===== src/flash_addr_consts.svh =====
`ifndef FLASH_ADDR_CONSTS_SVH
`define FLASH_ADDR_CONSTS_SVH

// ****************************************
// Opcodes
// ****************************************
`define OP_BANK_READ      8'h16
`define OP_BANK_WRITE     8'h17
`define OP_SOFT_RESET     8'hf0
`define OP_CFG_DETECT     8'h07
`define OP_READ4_FIXED    8'h13
`define OP_READ_BANKED    8'h03

// ****************************************
// Bank register layout and reset value
// ****************************************
`define BANK_EXT_BIT      7
`define BANK_RESET        8'h00

// ****************************************
// Parameter table window and contents
// ****************************************
`define PT_BASE           8'h3c
`define PT_LEN            12
`define PT_DW16           32'ha8fa28f0
`define PT_MAP_DW1        32'h803007fc
`define PT_MAP_DW2        32'hffffffff
`define ERASE_OPT_MASK    8'h80

`endif


===== src/flash_addr_pkg.sv =====
package flash_addr_pkg;
  typedef enum logic [2:0] {
    ST_OPCODE = 3'b000,
    ST_ADDR   = 3'b001,
    ST_WDATA  = 3'b010,
    ST_RDATA  = 3'b011,
    ST_IGNORE = 3'b100
  } phase_type;
endpackage


===== src/sync2.sv =====
`timescale 1ns/100ps
// ****************************************
// Two-stage level synchroniser
// ****************************************
module sync2 #(
  parameter int W = 1
) (
  input  wire logic         clk,
  input  wire logic         rst,
  input  wire logic [W-1:0] din,
  output logic      [W-1:0] dout
);
  logic [W-1:0] meta_q;

  // First stage feeds only the second
  always_ff @(posedge clk) begin
    if (rst) begin
      meta_q <= '0;
      dout   <= '0;
    end else begin
      meta_q <= din;
      dout   <= meta_q;
    end
  end
endmodule


===== src/flash_addr_mode_and_detect.sv =====
`timescale 1ns/100ps
`include "flash_addr_consts.svh"
// Functional notes
// RQ1: Bank bit 7 set selects 4-byte addresses; bank upper bits ignored.
// RQ2: Opcode 16h reads the bank register, 17h writes one byte.
// RQ3: Bank bit 7 clear: 3-byte addresses, bank bits pick 128 Mb segment.
// RQ4: Hardware reset returns the device to 3-byte addressing.
// RQ5: Opcode F0h alone performs a soft reset.
// RQ6: Host exits 0-4-4 continuous read before other resets.
// RQ7: Dedicated 4-byte address opcode works regardless of bank mode.
// RQ8: Opcode 07h reads status register 2 with no address phase.
// RQ9: Detection byte follows the opcode with zero dummy cycles.
// RQ10: Host masks detection byte with 80h; bit 7 is erase option.
// RQ11: First detection descriptor is a command descriptor, not the end.
// RQ12: Parameter table bytes are fixed constants, unaffected by anything.
module flash_addr_mode_and_detect #(
  parameter int AW = 32
) (
  input  wire logic          clk,
  input  wire logic          rst,
  input  wire logic          sck,
  input  wire logic          cs_n,
  input  wire logic          si,
  output logic               so,
  output logic               so_oe_n,
  input  wire logic [7:0]    status2,
  input  wire logic [7:0]    table_index,
  output logic      [7:0]    table_byte,
  output logic      [AW-1:0] mem_addr,
  output logic               mem_addr_valid,
  output logic               soft_reset,
  output logic               addr4_mode
);
  // ****************************************
  // Pin synchronisation and edge detect
  // ****************************************
  logic [2:0] pins_s;
  logic       sck_prev_q;
  logic       cs_prev_q;
  // Select goes in inverted: a cleared stage then reads as deselected,
  // so no false frame end follows reset
  sync2 #(.W(3)) u_sync (
    .clk  (clk),
    .rst  (rst),
    .din  ({sck, ~cs_n, si}),
    .dout (pins_s)
  );
  wire sck_s  = pins_s[2];
  wire cs_s   = ~pins_s[1];
  wire si_s   = pins_s[0];
  wire rise   = sck_s & ~sck_prev_q & ~cs_s;
  wire fall   = ~sck_s & sck_prev_q & ~cs_s;
  wire cs_end = cs_s & ~cs_prev_q;

  // Edge history; sample sync outputs only
  always_ff @(posedge clk) begin
    if (rst) begin
      sck_prev_q <= 1'b0;
      cs_prev_q  <= 1'b1;
    end else begin
      sck_prev_q <= sck_s;
      cs_prev_q  <= cs_s;
    end
  end

  // ****************************************
  // Command shifter and phase machine
  // ****************************************
  flash_addr_pkg::phase_type phase_q;
  logic [7:0]  shift_q;
  logic [2:0]  bit_q;
  logic [7:0]  opcode_q;
  logic [AW-1:0] addr_q;
  logic [5:0]  abits_q;
  logic [7:0]  bank_q;
  logic [7:0]  tx_q;
  logic        so_q;
  logic        oe_n_q;
  logic        srst_q;
  logic        aval_q;
  wire  [7:0]  shift_next = {shift_q[6:0], si_s};
  wire         byte_done  = rise & (bit_q == 3'd7);
  wire         ext_mode   = bank_q[`BANK_EXT_BIT];
  // Address length depends on the opcode and mode
  wire         four_byte  = ext_mode | (opcode_q == `OP_READ4_FIXED);
  wire  [5:0]  addr_len   = four_byte ? 6'd32 : 6'd24;

  // Bit counter restarts at every frame
  always_ff @(posedge clk) begin
    if (rst || cs_s) begin
      bit_q   <= 3'd0;
      shift_q <= 8'h00;
    end else if (rise) begin
      bit_q   <= bit_q + 3'd1;
      shift_q <= shift_next;
    end
  end

  // Opcode decode and phase stepping
  always_ff @(posedge clk) begin
    if (rst || cs_s) begin
      phase_q  <= flash_addr_pkg::ST_OPCODE;
      opcode_q <= 8'h00;
    end else if (byte_done) begin
      case (phase_q)
        flash_addr_pkg::ST_OPCODE: begin
          opcode_q <= shift_next;
          case (shift_next)
            `OP_BANK_READ:   phase_q <= flash_addr_pkg::ST_RDATA; // [RQ2]
            `OP_BANK_WRITE:  phase_q <= flash_addr_pkg::ST_WDATA; // [RQ2]
            `OP_CFG_DETECT:  phase_q <= flash_addr_pkg::ST_RDATA; // [RQ8]
            `OP_READ4_FIXED: phase_q <= flash_addr_pkg::ST_ADDR;  // [RQ7]
            `OP_READ_BANKED: phase_q <= flash_addr_pkg::ST_ADDR;  // [RQ3]
            default:         phase_q <= flash_addr_pkg::ST_IGNORE;
          endcase
        end
        flash_addr_pkg::ST_WDATA: phase_q <= flash_addr_pkg::ST_IGNORE;
        default:                  phase_q <= phase_q;
      endcase
    end
  end

  // Address capture; read data is beyond this block
  always_ff @(posedge clk) begin
    if (rst || cs_s) begin
      addr_q  <= '0;
      abits_q <= 6'd0;
      aval_q  <= 1'b0;
    end else if (rise && phase_q == flash_addr_pkg::ST_ADDR &&
                 abits_q < addr_len) begin
      addr_q  <= {addr_q[AW-2:0], si_s};
      abits_q <= abits_q + 6'd1;
      aval_q  <= (abits_q == addr_len - 6'd1);
    end else begin
      aval_q  <= 1'b0;
    end
  end

  // Effective address: bank supplies upper bits only in 3-byte mode
  always_ff @(posedge clk) begin
    if (rst) begin
      mem_addr <= '0;
    end else if (aval_q) begin
      if (four_byte) begin
        mem_addr <= addr_q; // [RQ1] [RQ7]
      end else begin
        mem_addr <= {1'b0, bank_q[6:0], addr_q[23:0]}; // [RQ3]
      end
    end
  end

  // Bank register: cleared by hardware and soft reset
  always_ff @(posedge clk) begin
    if (rst || srst_q) begin
      bank_q <= `BANK_RESET; // [RQ4] [RQ5]
    end else if (byte_done && phase_q == flash_addr_pkg::ST_WDATA &&
                 opcode_q == `OP_BANK_WRITE) begin
      bank_q <= shift_next; // [RQ2]
    end
  end

  // Soft reset pulse at frame end after an F0h opcode, whatever bytes follow it
  always_ff @(posedge clk) begin
    if (rst) begin
      srst_q <= 1'b0;
    end else begin
      srst_q <= cs_end && opcode_q == `OP_SOFT_RESET &&
                phase_q == flash_addr_pkg::ST_IGNORE; // [RQ5]
    end
  end

  // Output shifter: first data bit on the fall after opcode, no dummy
  always_ff @(posedge clk) begin
    if (rst || cs_s) begin
      tx_q   <= 8'h00;
      so_q   <= 1'b0;
      oe_n_q <= 1'b1;
    end else if (fall && phase_q == flash_addr_pkg::ST_RDATA) begin
      if (bit_q == 3'd0) begin
        // Status 2 is sampled fresh at each byte boundary
        if (opcode_q == `OP_CFG_DETECT) begin
          so_q <= status2[7]; // [RQ9]
          tx_q <= {status2[6:0], 1'b0};
        end else begin
          so_q <= bank_q[7]; // [RQ2]
          tx_q <= {bank_q[6:0], 1'b0};
        end
      end else begin
        so_q <= tx_q[7];
        tx_q <= {tx_q[6:0], 1'b0};
      end
      oe_n_q <= 1'b0;
    end
  end

  // ****************************************
  // Fixed parameter table
  // ****************************************
  logic [7:0] pt_off;
  logic [7:0] pt_byte;
  logic [31:0] pt_word;
  always_comb begin
    pt_off  = table_index - `PT_BASE;
    pt_word = 32'hffffffff;
    case (pt_off[3:2])
      2'd0:    pt_word = `PT_DW16;
      2'd1:    pt_word = `PT_MAP_DW1; // [RQ11]
      2'd2:    pt_word = `PT_MAP_DW2;
      default: pt_word = 32'hffffffff;
    endcase
    pt_byte = pt_word[pt_off[1:0]*8 +: 8];
  end

  // Registered lookup; no write path exists into it
  always_ff @(posedge clk) begin
    if (rst) begin
      table_byte <= 8'hff;
    end else if (table_index >= `PT_BASE &&
                 table_index < `PT_BASE + 8'(`PT_LEN)) begin
      table_byte <= pt_byte; // [RQ12]
    end else begin
      table_byte <= 8'hff;
    end
  end

  assign so             = so_q;
  assign so_oe_n        = oe_n_q;
  assign soft_reset     = srst_q;
  assign mem_addr_valid = aval_q;
  assign addr4_mode     = ext_mode;

  // ****************************************
  // Checks
  // ****************************************
  chk_bank_reset: assert property (@(posedge clk) // [RQ4]
    rst |=> bank_q == 8'h00) else $error("bank not cleared by reset");
  chk_soft_clear: assert property (@(posedge clk) disable iff (rst) // [RQ5]
    srst_q |=> bank_q == 8'h00) else $error("soft reset kept bank");
  chk_ext_addr: assert property (@(posedge clk) disable iff (rst) // [RQ1]
    aval_q && ext_mode |=> mem_addr == $past(addr_q))
    else $error("4-byte address wrong");
  chk_seg_addr: assert property (@(posedge clk) disable iff (rst) // [RQ3]
    aval_q && !four_byte |=> mem_addr[30:24] == $past(bank_q[6:0]))
    else $error("segment bits wrong");
  chk_seg_low: assert property (@(posedge clk) disable iff (rst) // [RQ3]
    aval_q && !four_byte |=>
    mem_addr[31] == 1'b0 && mem_addr[23:0] == $past(addr_q[23:0]))
    else $error("3-byte address wrong");
  chk_detect_nodummy: assert property (@(posedge clk) // [RQ9]
    disable iff (rst)
    fall && phase_q == flash_addr_pkg::ST_RDATA && bit_q == 3'd0 &&
    opcode_q == `OP_CFG_DETECT |=> so == $past(status2[7]))
    else $error("detect byte delayed");
  chk_table_const: assert property (@(posedge clk) disable iff (rst) // [RQ12]
    table_index == 8'h40 |=> table_byte == 8'hfc)
    else $error("descriptor byte changed");
  chk_wr_bank: assert property (@(posedge clk) disable iff (rst) // [RQ2]
    byte_done && phase_q == flash_addr_pkg::ST_WDATA && !srst_q
    |=> bank_q == $past(shift_next)) else $error("bank write lost");
endmodule


===== config.mk =====
export PLATFORM = sky130hd
export DESIGN_NAME = flash_addr_mode_and_detect
export DESIGN_NICKNAME = d
export VERILOG_FILES = /design/src/flash_addr_pkg.sv /design/src/sync2.sv /design/src/flash_addr_mode_and_detect.sv
export VERILOG_INCLUDE_DIRS = /design/src
export SDC_FILE = /design/constraint.sdc
export NUM_CORES = 1
export LEC_CHECK = 0
export ABC_CLOCK_PERIOD_IN_PS = 3040
export BUFFER_PORTS_ARGS = -buffer_cell sky130_fd_sc_hd__buf_2
export CAP_MARGIN = 30
export CORE_MARGIN = 5
export CORE_UTILIZATION = 25
export DETAILED_ROUTE_END_ITERATION = 8
export GPL_TIMING_DRIVEN = 0
export PLACE_DENSITY = 0.46
export SYNTH_ARGS = -nofsm -noshare
export SYNTH_HDL_FRONTEND = slang
export SYNTH_SLANG_ARGS = --single-unit
export TNS_END_PERCENT = 10

===== constraint.sdc =====
create_clock -name clk -period 3.04 [get_ports clk]
set_input_delay 0.456 -clock clk [delete_from_list [all_inputs] [get_ports clk]]
set_output_delay 0.456 -clock clk [all_outputs]
set_load 0.05 [all_outputs]

Word-level counts from Yosys, hierarchy flattened --
Cells that the tools add are included.
Word-level totals: bits in writable memories 0, bits in registers 127, latch bits 0, input bits 21, bits in read-only memories 0, memories kept 0
Cells by class: equality and inequality tests 16, muxes and demuxes 9, divide/modulo/power cells 0, multipliers 0, bitwise logic cells 14, add/subtract/negate cells 4, shift-type cells 1, magnitude comparators 3, reductions and logical operators 20
Operators with widths (number):
- 31-bit case mux with 2 select lines | 1
- 8-bit by 5-bit == test with 1-bit output, second input constant | 5
- 32-bit 2-to-1 mux | 1
- 32-bit by 6-bit variable part select with 8-bit output | 1
- 8-bit by 3-bit == test with 1-bit output, second input constant | 2
- 8-bit 2-to-1 mux | 2
- 3-bit case mux with 3 select lines | 1
- 8-bit by 2-bit == test with 1-bit output, second input constant | 1
- 8-bit == test, second input constant | 1
- 8-bit by 6-bit >= comparator with 1-bit output, second input constant | 1
- 1-bit logical AND | 8
- 8-bit by 7-bit less-than comparator with 1-bit output, second input constant | 1
- 2-bit OR reduction | 4
- 1-bit NOT | 7
- 6-bit by 1-bit adder with 6-bit output, second input constant | 1
- 1-bit bitwise AND | 6
- 3-bit by 2-bit == test with 1-bit output, second input constant | 2
- 3-bit == test, second input constant | 2
- 6-bit == test | 1
- 3-bit logical NOT | 2
- 6-bit less-than comparator | 1
- 6-bit 2-to-1 mux | 1
- 3-bit case mux with 2 select lines | 1
- 6-bit by 1-bit subtractor with 6-bit output, second input constant | 1
- 10 further kinds | 13

Depth between registers and ports, before layout --
Gate-level depths: netlist of run 1.
word-level depth 7, gate-level depth with buffers 10

Hierarchy --
Synthesis of run 1 repeated with hierarchy kept, for this count alone.
Second synthesis, totals: cells, all modules 559, area, all modules 5053.6 um^2
Modules (own cells, without submodules):
- flash_addr_mode_and_detect | cells each 547, area each 4895.9 um^2, instances 1
- sync2 | cells each 12, area each 157.7 um^2, instances 1

Least setup slack after synthesis of run 1 --
Ideal clock, no wire load.
kind reg2reg, from register bank_q[7], to register abits_q[5], library setup time 0.118 ns, required time 2.922 ns, stages on the path, launching flop included 8, buffers on the path 1, period minus slack after synthesis 2.622 ns, setup slack 0.418 ns, arrival time 2.504 ns, cell sequence dfxtp_1 > a41o_1 > inv_2 > ha_1 > or4_4 > buf_2 > or4_1 > mux2i_1
Between the ends: word-level cells in the longest chain between the ends 4
Ends and longest elaborated chain:
- start, declared | RTL line flash_addr_mode_and_detect.sv:75 | logic [7:0] bank_q;
- start signal, assigned | RTL line flash_addr_mode_and_detect.sv:155 | bank_q <= `BANK_RESET;
- start signal, assigned | RTL line flash_addr_mode_and_detect.sv:158 | bank_q <= shift_next;
- 1-bit bitwise OR | RTL line flash_addr_mode_and_detect.sv:85 | wire four_byte = ext_mode | (opcode_q == `OP_READ4_FIXED);
- 6-bit 2-to-1 mux | RTL line flash_addr_mode_and_detect.sv:86 | wire [5:0] addr_len = four_byte ? 6'd32 : 6'd24;
- 6-bit less-than comparator | RTL line flash_addr_mode_and_detect.sv:130 | abits_q < addr_len) begin
- 1-bit logical AND | RTL line flash_addr_mode_and_detect.sv:129 | end else if (rise && phase_q == flash_addr_pkg::ST_ADDR &&
- end signal, assigned | RTL line flash_addr_mode_and_detect.sv:132 | abits_q <= abits_q + 6'd1;
- end, declared | RTL line flash_addr_mode_and_detect.sv:74 | logic [5:0] abits_q;
No other way between the ends. A chain may end at the register's enable or synchronous reset.

Final worst setup path of run 1 --
from register opcode_q[5], to register abits_q[5]
Between the ends: word-level cells in the longest chain between the ends 5
Ends and longest elaborated chain:
- start, declared | RTL line flash_addr_mode_and_detect.sv:72 | logic [7:0] opcode_q;
- start signal, assigned | RTL line flash_addr_mode_and_detect.sv:107 | opcode_q <= shift_next;
- 8-bit by 5-bit == test with 1-bit output (no source line)
- 1-bit bitwise OR | RTL line flash_addr_mode_and_detect.sv:85
- 6-bit 2-to-1 mux | RTL line flash_addr_mode_and_detect.sv:86
- 6-bit less-than comparator | RTL line flash_addr_mode_and_detect.sv:130
- 1-bit logical AND | RTL line flash_addr_mode_and_detect.sv:129
No other way between the ends.

==> results.py, run 1 <==
metrics = {
    "layout": {
        "fin_area_um2": 6340,
        "post-route-util_pct": 31.6,
        "drive_gt1_share_pct": 15.6,
        "area_growth_pct": 25.5,
        "fill_cells": 2144,
        "nets": 672,
    },
    "clock_tree": {
        "path_clk_slew_ns": 0.05,
        "cts_root_buffer": "clkbuf_16",
        "cts.path.max_buffers": 2,
        "cts.sinks": 126,
        "hold_buffers": 0,
        "cts_buffers": 17,
        "cts_tree": "done",
        "clkLatencyLatePin_ns": 0.42,
        "post_cts.repair.setup_buffers": 0,
        "htreeDepth": 4,
    },
    "detailed_routing": {
        "wl_mm": 13.2,
        "drc": 0,
        "avgRoutedWirePerCell_um": 14.3,
        "vias_per_cell": 4.66,
        "drtIter0Drc": 319,
        "dr.pass1.iters": 5,
        "vias": 4308,
        "final_antenna_net_count": 0,
    },
    "setup_path": {
        "worstSetupEndpointType": "flip-flop",
        "critPathLaunchType": "flip-flop",
        "arrival_ns": 3.21,
        "crit_fanout": 10,
        "crit_required_ns": 3.34,
        "crit_type": "flip-flop to flip-flop",
    },
    "yosys": {
        "yosys.area.top_type_share_pct": 49.9,
        "synth_commonest_cells": "126 x dfxtp_1, 62 x nand3_1, 56 x nor2_1",
        "synth_edf_count": 0,
        "synth.distinct_cells": 46,
        "synthesis.nets": 589,
        "yosysWarnings": 0,
        "ys.flop_type": "dfxtp_1",
        "synth.area.top_cells": "dfxtp_1 50%, mux2i_1 9.9%, nand3_1 6.1%",
        "ys_seq_area_share_pct": 49.9,
        "synth_area_per_cell_um2": 9.04,
        "ys_ff_latch": 126,
        "netlist_area_um2": 5050,
        "ys_async_sr_fraction_pct": 0,
        "yosysTopAreaCell": "dfxtp_1",
        "synthCells": 559,
        "yosysMostFrequentCell": "dfxtp_1",
    },
    "place": {
        "io_buffers": 64,
        "gp_congestion": 0.817,
        "hpwl_mm": 9.64,
        "postPlaceCellArea_um2": 5710,
        "post-place-ws_ns": -0.0214,
    },
    "pwr": {
        "swShare_pct": 19.5,
        "clockPowerShare_pct": 54.7,
        "powerDensity_nw_per_um2": 602,
        "vdd_drop_max_uv": 360,
        "leakagePower_nw": 2.23,
        "seq_power_share_pct": 43.6,
        "p_comb_share_pct": 1.7,
        "switchingPower_uw": 743,
        "p_int_mw": 3.07,
    },
    "global_route": {
        "globalRoute.totalOverflow": 0,
        "grt_pass1_vias": 4327,
        "grt_use_total_pct": 11.5,
        "antenna_found_initial": 0,
        "grt_pass1_wl_mm": 21.8,
        "grt_max_degree": 17,
    },
    "floorplanning": {
        "die_area_um2": 23100,
        "io_pins": 66,
        "core_area_um2": 20000,
        "fp-row-count": 52,
        "die_h_um": 152,
        "chipWidth_um": 152,
        "start_util_pct": 25.2,
    },
    "timing": {
        "timing.final.max_slew_violations": 0,
        "period_needed_ns": 2.91,
        "skew_ns": 0.00669,
        "rsz0062_at_grt": "no",
        "hold_violations": 0,
        "slew_headroom_pct": 43.7,
        "period_share_pct": 95.8,
        "tightestPinTransition_ns": 0.840,
        "fmax_mhz": 343,
        "setup_violations": 0,
        "setup_ws_ns": 0.128,
    },
    "hold_path": {
        "min-delay-path-class": "input port to flip-flop",
    },
    "status": {
        "status": "completed",
    },
    "job": {
        "maxCapViolCount": 0,
    },
}
worst paths after layout:
kind	start	endpoint	slack, ns	cells past startpoint
hold reg to reg	u_sync.meta_q[2]	u_sync.dout[2]	0.44	1
setup / recovery	opcode_q[5]	abits_q[5]	0.13	8
setup reg to reg	opcode_q[5]	abits_q[5]	0.13	8
hold / removal	cs_n	u_sync.meta_q[1]	0.19	2
per-stage QoR:
stage | TNS [ns] | instances | hold slack [ns] | total power [mW]
floorplan | 0 | 559 | 0.414 | 1.73
global placement | -0.649 | 893 | 0.425 | 1.76
detailed placement | -0.0650 | 893 | 0.425 | 1.76
CTS | 0 | 924 | 0.175 | 3.86
global route | 0 | 924 | 0.181 | 3.94
finish | 0 | 925 | 0.188 | 3.81
what timing repair did:
item                                   4_1_cts  5_1_grt
endpoints found under the hold margin        0        0
gates resized for setup                      2        1
setup endpoints to repair                   15        2
power groups by stage:
stage | clock network [mW] | logic [mW] | registers (mW)
2_1_floorplan | 0 | 0.0342 | 1.70
3_3_place_gp | 0 | 0.0631 | 1.70
3_5_place_dp | 0 | 0.0648 | 1.70
4_1_cts | 2.13 | 0.0648 | 1.66
5_1_grt | 2.21 | 0.0718 | 1.66
6_report | 2.09 | 0.0643 | 1.66
metal layers:
metal / GRT usage, % / wire [um]
met5: 0 / 0
met4: 5.09 / 303
met3: 3.01 / 587
met2: 18.6 / 6230
met1: 14.5 / 6090
cells by family (layout without fill, tap and decap cells):
| group | Yosys count | after routing | synth area share [%] |
|---|---|---|---|
| AO/OA/AOI/OAI | 131 | 131 | 14.7 |
| XOR/XNOR | 2 | 2 | 0.347 |
| adder cells (fa/ha/maj) | 9 | 9 | 2.23 |
| buffers and inverters | 52 | 147 | 3.89 |
| flip-flops | 126 | 126 | 49.9 |
| multiplexers | 50 | 50 | 9.91 |
| other | 0 | 1 | 0 |
| AND/OR/NAND/NOR | 189 | 189 | 19.0 |
critical path, cell delays in order, from the launching register on:
cell,delay (ns)
dfxtp_1,0.36
nor4b_2,0.27
a41o_2,0.30
inv_2,0.14
ha_1,0.27
or4_4,0.57
buf_2,0.21
or4_1,0.53
mux2i_1,0.14
cell type report:
cell class / count / area (um^2) / area share [%]
clock inverters: 6 / 105 / 1.66
well taps: 270 / 338 / 5.33
plain buffers: 40 / 151 / 2.39
flip-flops and latches: 126 / 2520 / 39.8
diodes: 1 / 2.50 / 0.0395
repair buffers: 64 / 320 / 5.05
clock buffers: 25 / 505 / 7.97
multi-input cells: 381 / 2350 / 37.1
inverters: 12 / 45.0 / 0.711
registers in the layout, indices dropped and copies added (netlist names), 3 cells and up:
signal / count
table_byte: 8
addr_q: 32
bank_q: 8
u_sync.meta_q: 3
abits_q: 6
tx_q: 7
phase_q: 3
bit_q: 3
shift_q: 7
u_sync.dout: 3
mem_addr: 32
opcode_q: 8
cells in the final DEF (no fill, tap or decap), types with 5 or more instances in the layout:
cell	count
a211oi_1	7
nand3_1	62
nand2b_1	5
nor2_1	56
nor2b_1	13
buf_2	65
nand2_1	23
clkbuf_1	36
clkbuf_8	5
o21ai_1	43
o21ai_0	14
a21oi_1	46
mux2i_1	50
dfxtp_1	126
ha_1	9
inv_1	10
buf_1	6
clkbuf_16	17
a41oi_1	7
Note: power is estimated with default switching activity, not from simulation.
==> run 2, diff against run 1 <==
Settings changed: BUFFER_PORTS_ARGS -buffer_cell sky130_fd_sc_hd__buf_2 to -buffer_cell sky130_fd_sc_hd__buf_4.
==> results.py, run 2 (synthesized netlist as in run 1, its figures left out) <==
metrics = {
    "layout": {
        "fill_cells": 2137,
        "n_antenna_cell": 0,
        "drive_gt1_share_pct": 15.9,
        "nets": 672,
        "reg.largest.list": "addr_q x32, mem_addr x32",
        "final_common_cell": "dfxtp_1",
        "layout.cells.non_filler": 924,
        "layout_common_cells": "126 x dfxtp_1, 64 x buf_4, 62 x nand3_1, 56 x nor2_1, 50 x mux2i_1",
        "area_growth_pct": 30.0,
    },
    "floorplanning": {
        "die_h_um": 152,
        "die_area_um2": 23100,
        "core_area_um2": 20000,
        "io_pins": 66,
        "chipWidth_um": 152,
        "start_util_pct": 25.2,
        "fp-row-count": 52,
    },
    "pwr": {
        "power_mw": 4.06,
        "vdd_drop_max_uv": 371,
        "powerDensity_nw_per_um2": 619,
        "leakagePower_nw": 2.28,
    },
    "timing": {
        "timing.setup.tns_ns": 0,
        "period_needed_ns": 2.90,
        "setup_violations": 0,
        "skew_ns": 0.00811,
        "timing.final.max_slew_violations": 0,
        "fmax_mhz": 345,
        "hold_violations": 0,
        "period_share_pct": 95.4,
        "slew_headroom_pct": 46.6,
        "rsz0062_at_grt": "no",
        "tightestPinTransition_ns": 0.797,
    },
    "global_route": {
        "grt_use_total_pct": 11.5,
        "grt_pass1_wl_mm": 21.6,
        "globalRoute.totalOverflow": 0,
        "antenna_found_initial": 0,
        "grt_pass1_vias": 4193,
        "grt_max_degree": 17,
    },
    "clock_tree": {
        "cts.sinks": 126,
        "cts_buffers": 17,
        "htreeDepth": 4,
        "cts.path.max_buffers": 2,
        "cts_tree": "done",
        "clkLatencyLatePin_ns": 0.41,
        "cts_root_buffer": "clkbuf_16",
        "path_clk_slew_ns": 0.06,
        "post_cts.repair.setup_buffers": 0,
    },
    "hold_path": {
        "min_to": "u_sync.meta_q[1]",
        "min_path_cells": 2,
        "worstHoldStart": "cs_n",
        "min-delay-path-class": "input port to flip-flop",
    },
    "job": {
        "maxCapViolCount": 0,
    },
    "status": {
        "status": "completed",
    },
    "setup_path": {
        "arrival_ns": 3.21,
        "critPathLaunchType": "flip-flop",
        "crit_type": "flip-flop to flip-flop",
        "timing.rr.start": "opcode_q[5]",
        "reg2reg_setup_slack_ns": 0.14,
        "crit_required_ns": 3.34,
        "r2r_cells": 8,
        "crit_fanout": 10,
        "worstSetupEndpointType": "flip-flop",
        "regToRegEndpoint": "abits_q[5]",
    },
    "detailed_routing": {
        "wl_mm": 13.2,
        "final_antenna_net_count": 0,
        "drtIter0Drc": 187,
        "vias_per_cell": 4.63,
        "drc": 0,
        "avgRoutedWirePerCell_um": 14.3,
        "dr.pass1.iters": 5,
        "vias": 4281,
    },
    "place": {
        "gp_congestion": 0.805,
        "io_buffers": 64,
        "hpwl_mm": 9.57,
        "place_inst": 893,
    },
}
-- run 2: cell types whose count changed in the layout (fill, tap and decap cells not counted), sizes merged --
cell	delta
diode	-1
clkinvlp	+2
clkbuf	-4
bufinv	+3
clkinv	-1
-- run 2: worst max path at each step --
stage                 end  slack (ns)        start  depth (start not counted)
2_1_floorplan  abits_q[5]        0.42    bank_q[7]                          7
3_3_place_gp    addr_q[0]       -0.01  opcode_q[5]                          8
3_5_place_dp    addr_q[0]        -0.1  opcode_q[5]                          8
4_1_cts        abits_q[5]        0.07  opcode_q[5]                          8
5_1_grt        abits_q[5]        0.05  opcode_q[5]                          8
6_report       abits_q[5]        0.14  opcode_q[5]                          8
-- run 2: layout make-up --
class	count	area (um^2)	share of cell area [%]
Tap cell	270	338	5.15
Multi-Input combinational cell	381	2350	35.8
Inverter	12	45.0	0.686
Sequential cell	126	2520	38.4
Buffer	40	151	2.31
Clock buffer	21	470	7.17
Clock inverter	10	209	3.18
Timing Repair Buffer	64	480	7.32
-- run 2: routing by layer --
layer / up-vias / global-route usage, % / part of all wire [%]
met1: 2015 / 14.3 / 47
li1: 2170 / - / -
met2: 81 / 18.4 / 47
met4: 0 / 4.54 / 1.6
met3: 15 / 3.72 / 4.6
met5: - / 0 / 0
-- run 2: repair_timing --
action,4_1_cts,5_1_grt
setup endpoints to repair,31,9
resized for setup,2,1
hold buffers,0,0
-- run 2: power by group --
part / switching, mW / internal, mW
clock: 0.733 / 1.60
combinational: 0.0407 / 0.0302
sequential: 0.00350 / 1.66
total: 0.777 / 3.29
-- run 2: worst max-delay path: stages (launching register included) --
cell and delay [ns]:
dfxtp_1 0.34, nor4b_2 0.29, a41o_2 0.30, inv_2 0.14
ha_1 0.27, or4_4 0.57, buf_2 0.21, or4_1 0.53
mux2i_1 0.13
-- run 2: through the flow --
stage / hold WS (ns) / util (%) / setup slack (ns) / instance area (um^2)
floorplan: 0.414 / - / 0.418 / 5050
global placement: 0.425 / 29.3 / -0.0129 / 5870
detailed placement: 0.424 / 29.3 / -0.0965 / 5870
CTS: 0.164 / 32.7 / 0.0695 / 6560
global route: 0.171 / 32.8 / 0.0517 / 6570
finish: 0.189 / 32.8 / 0.139 / 6570
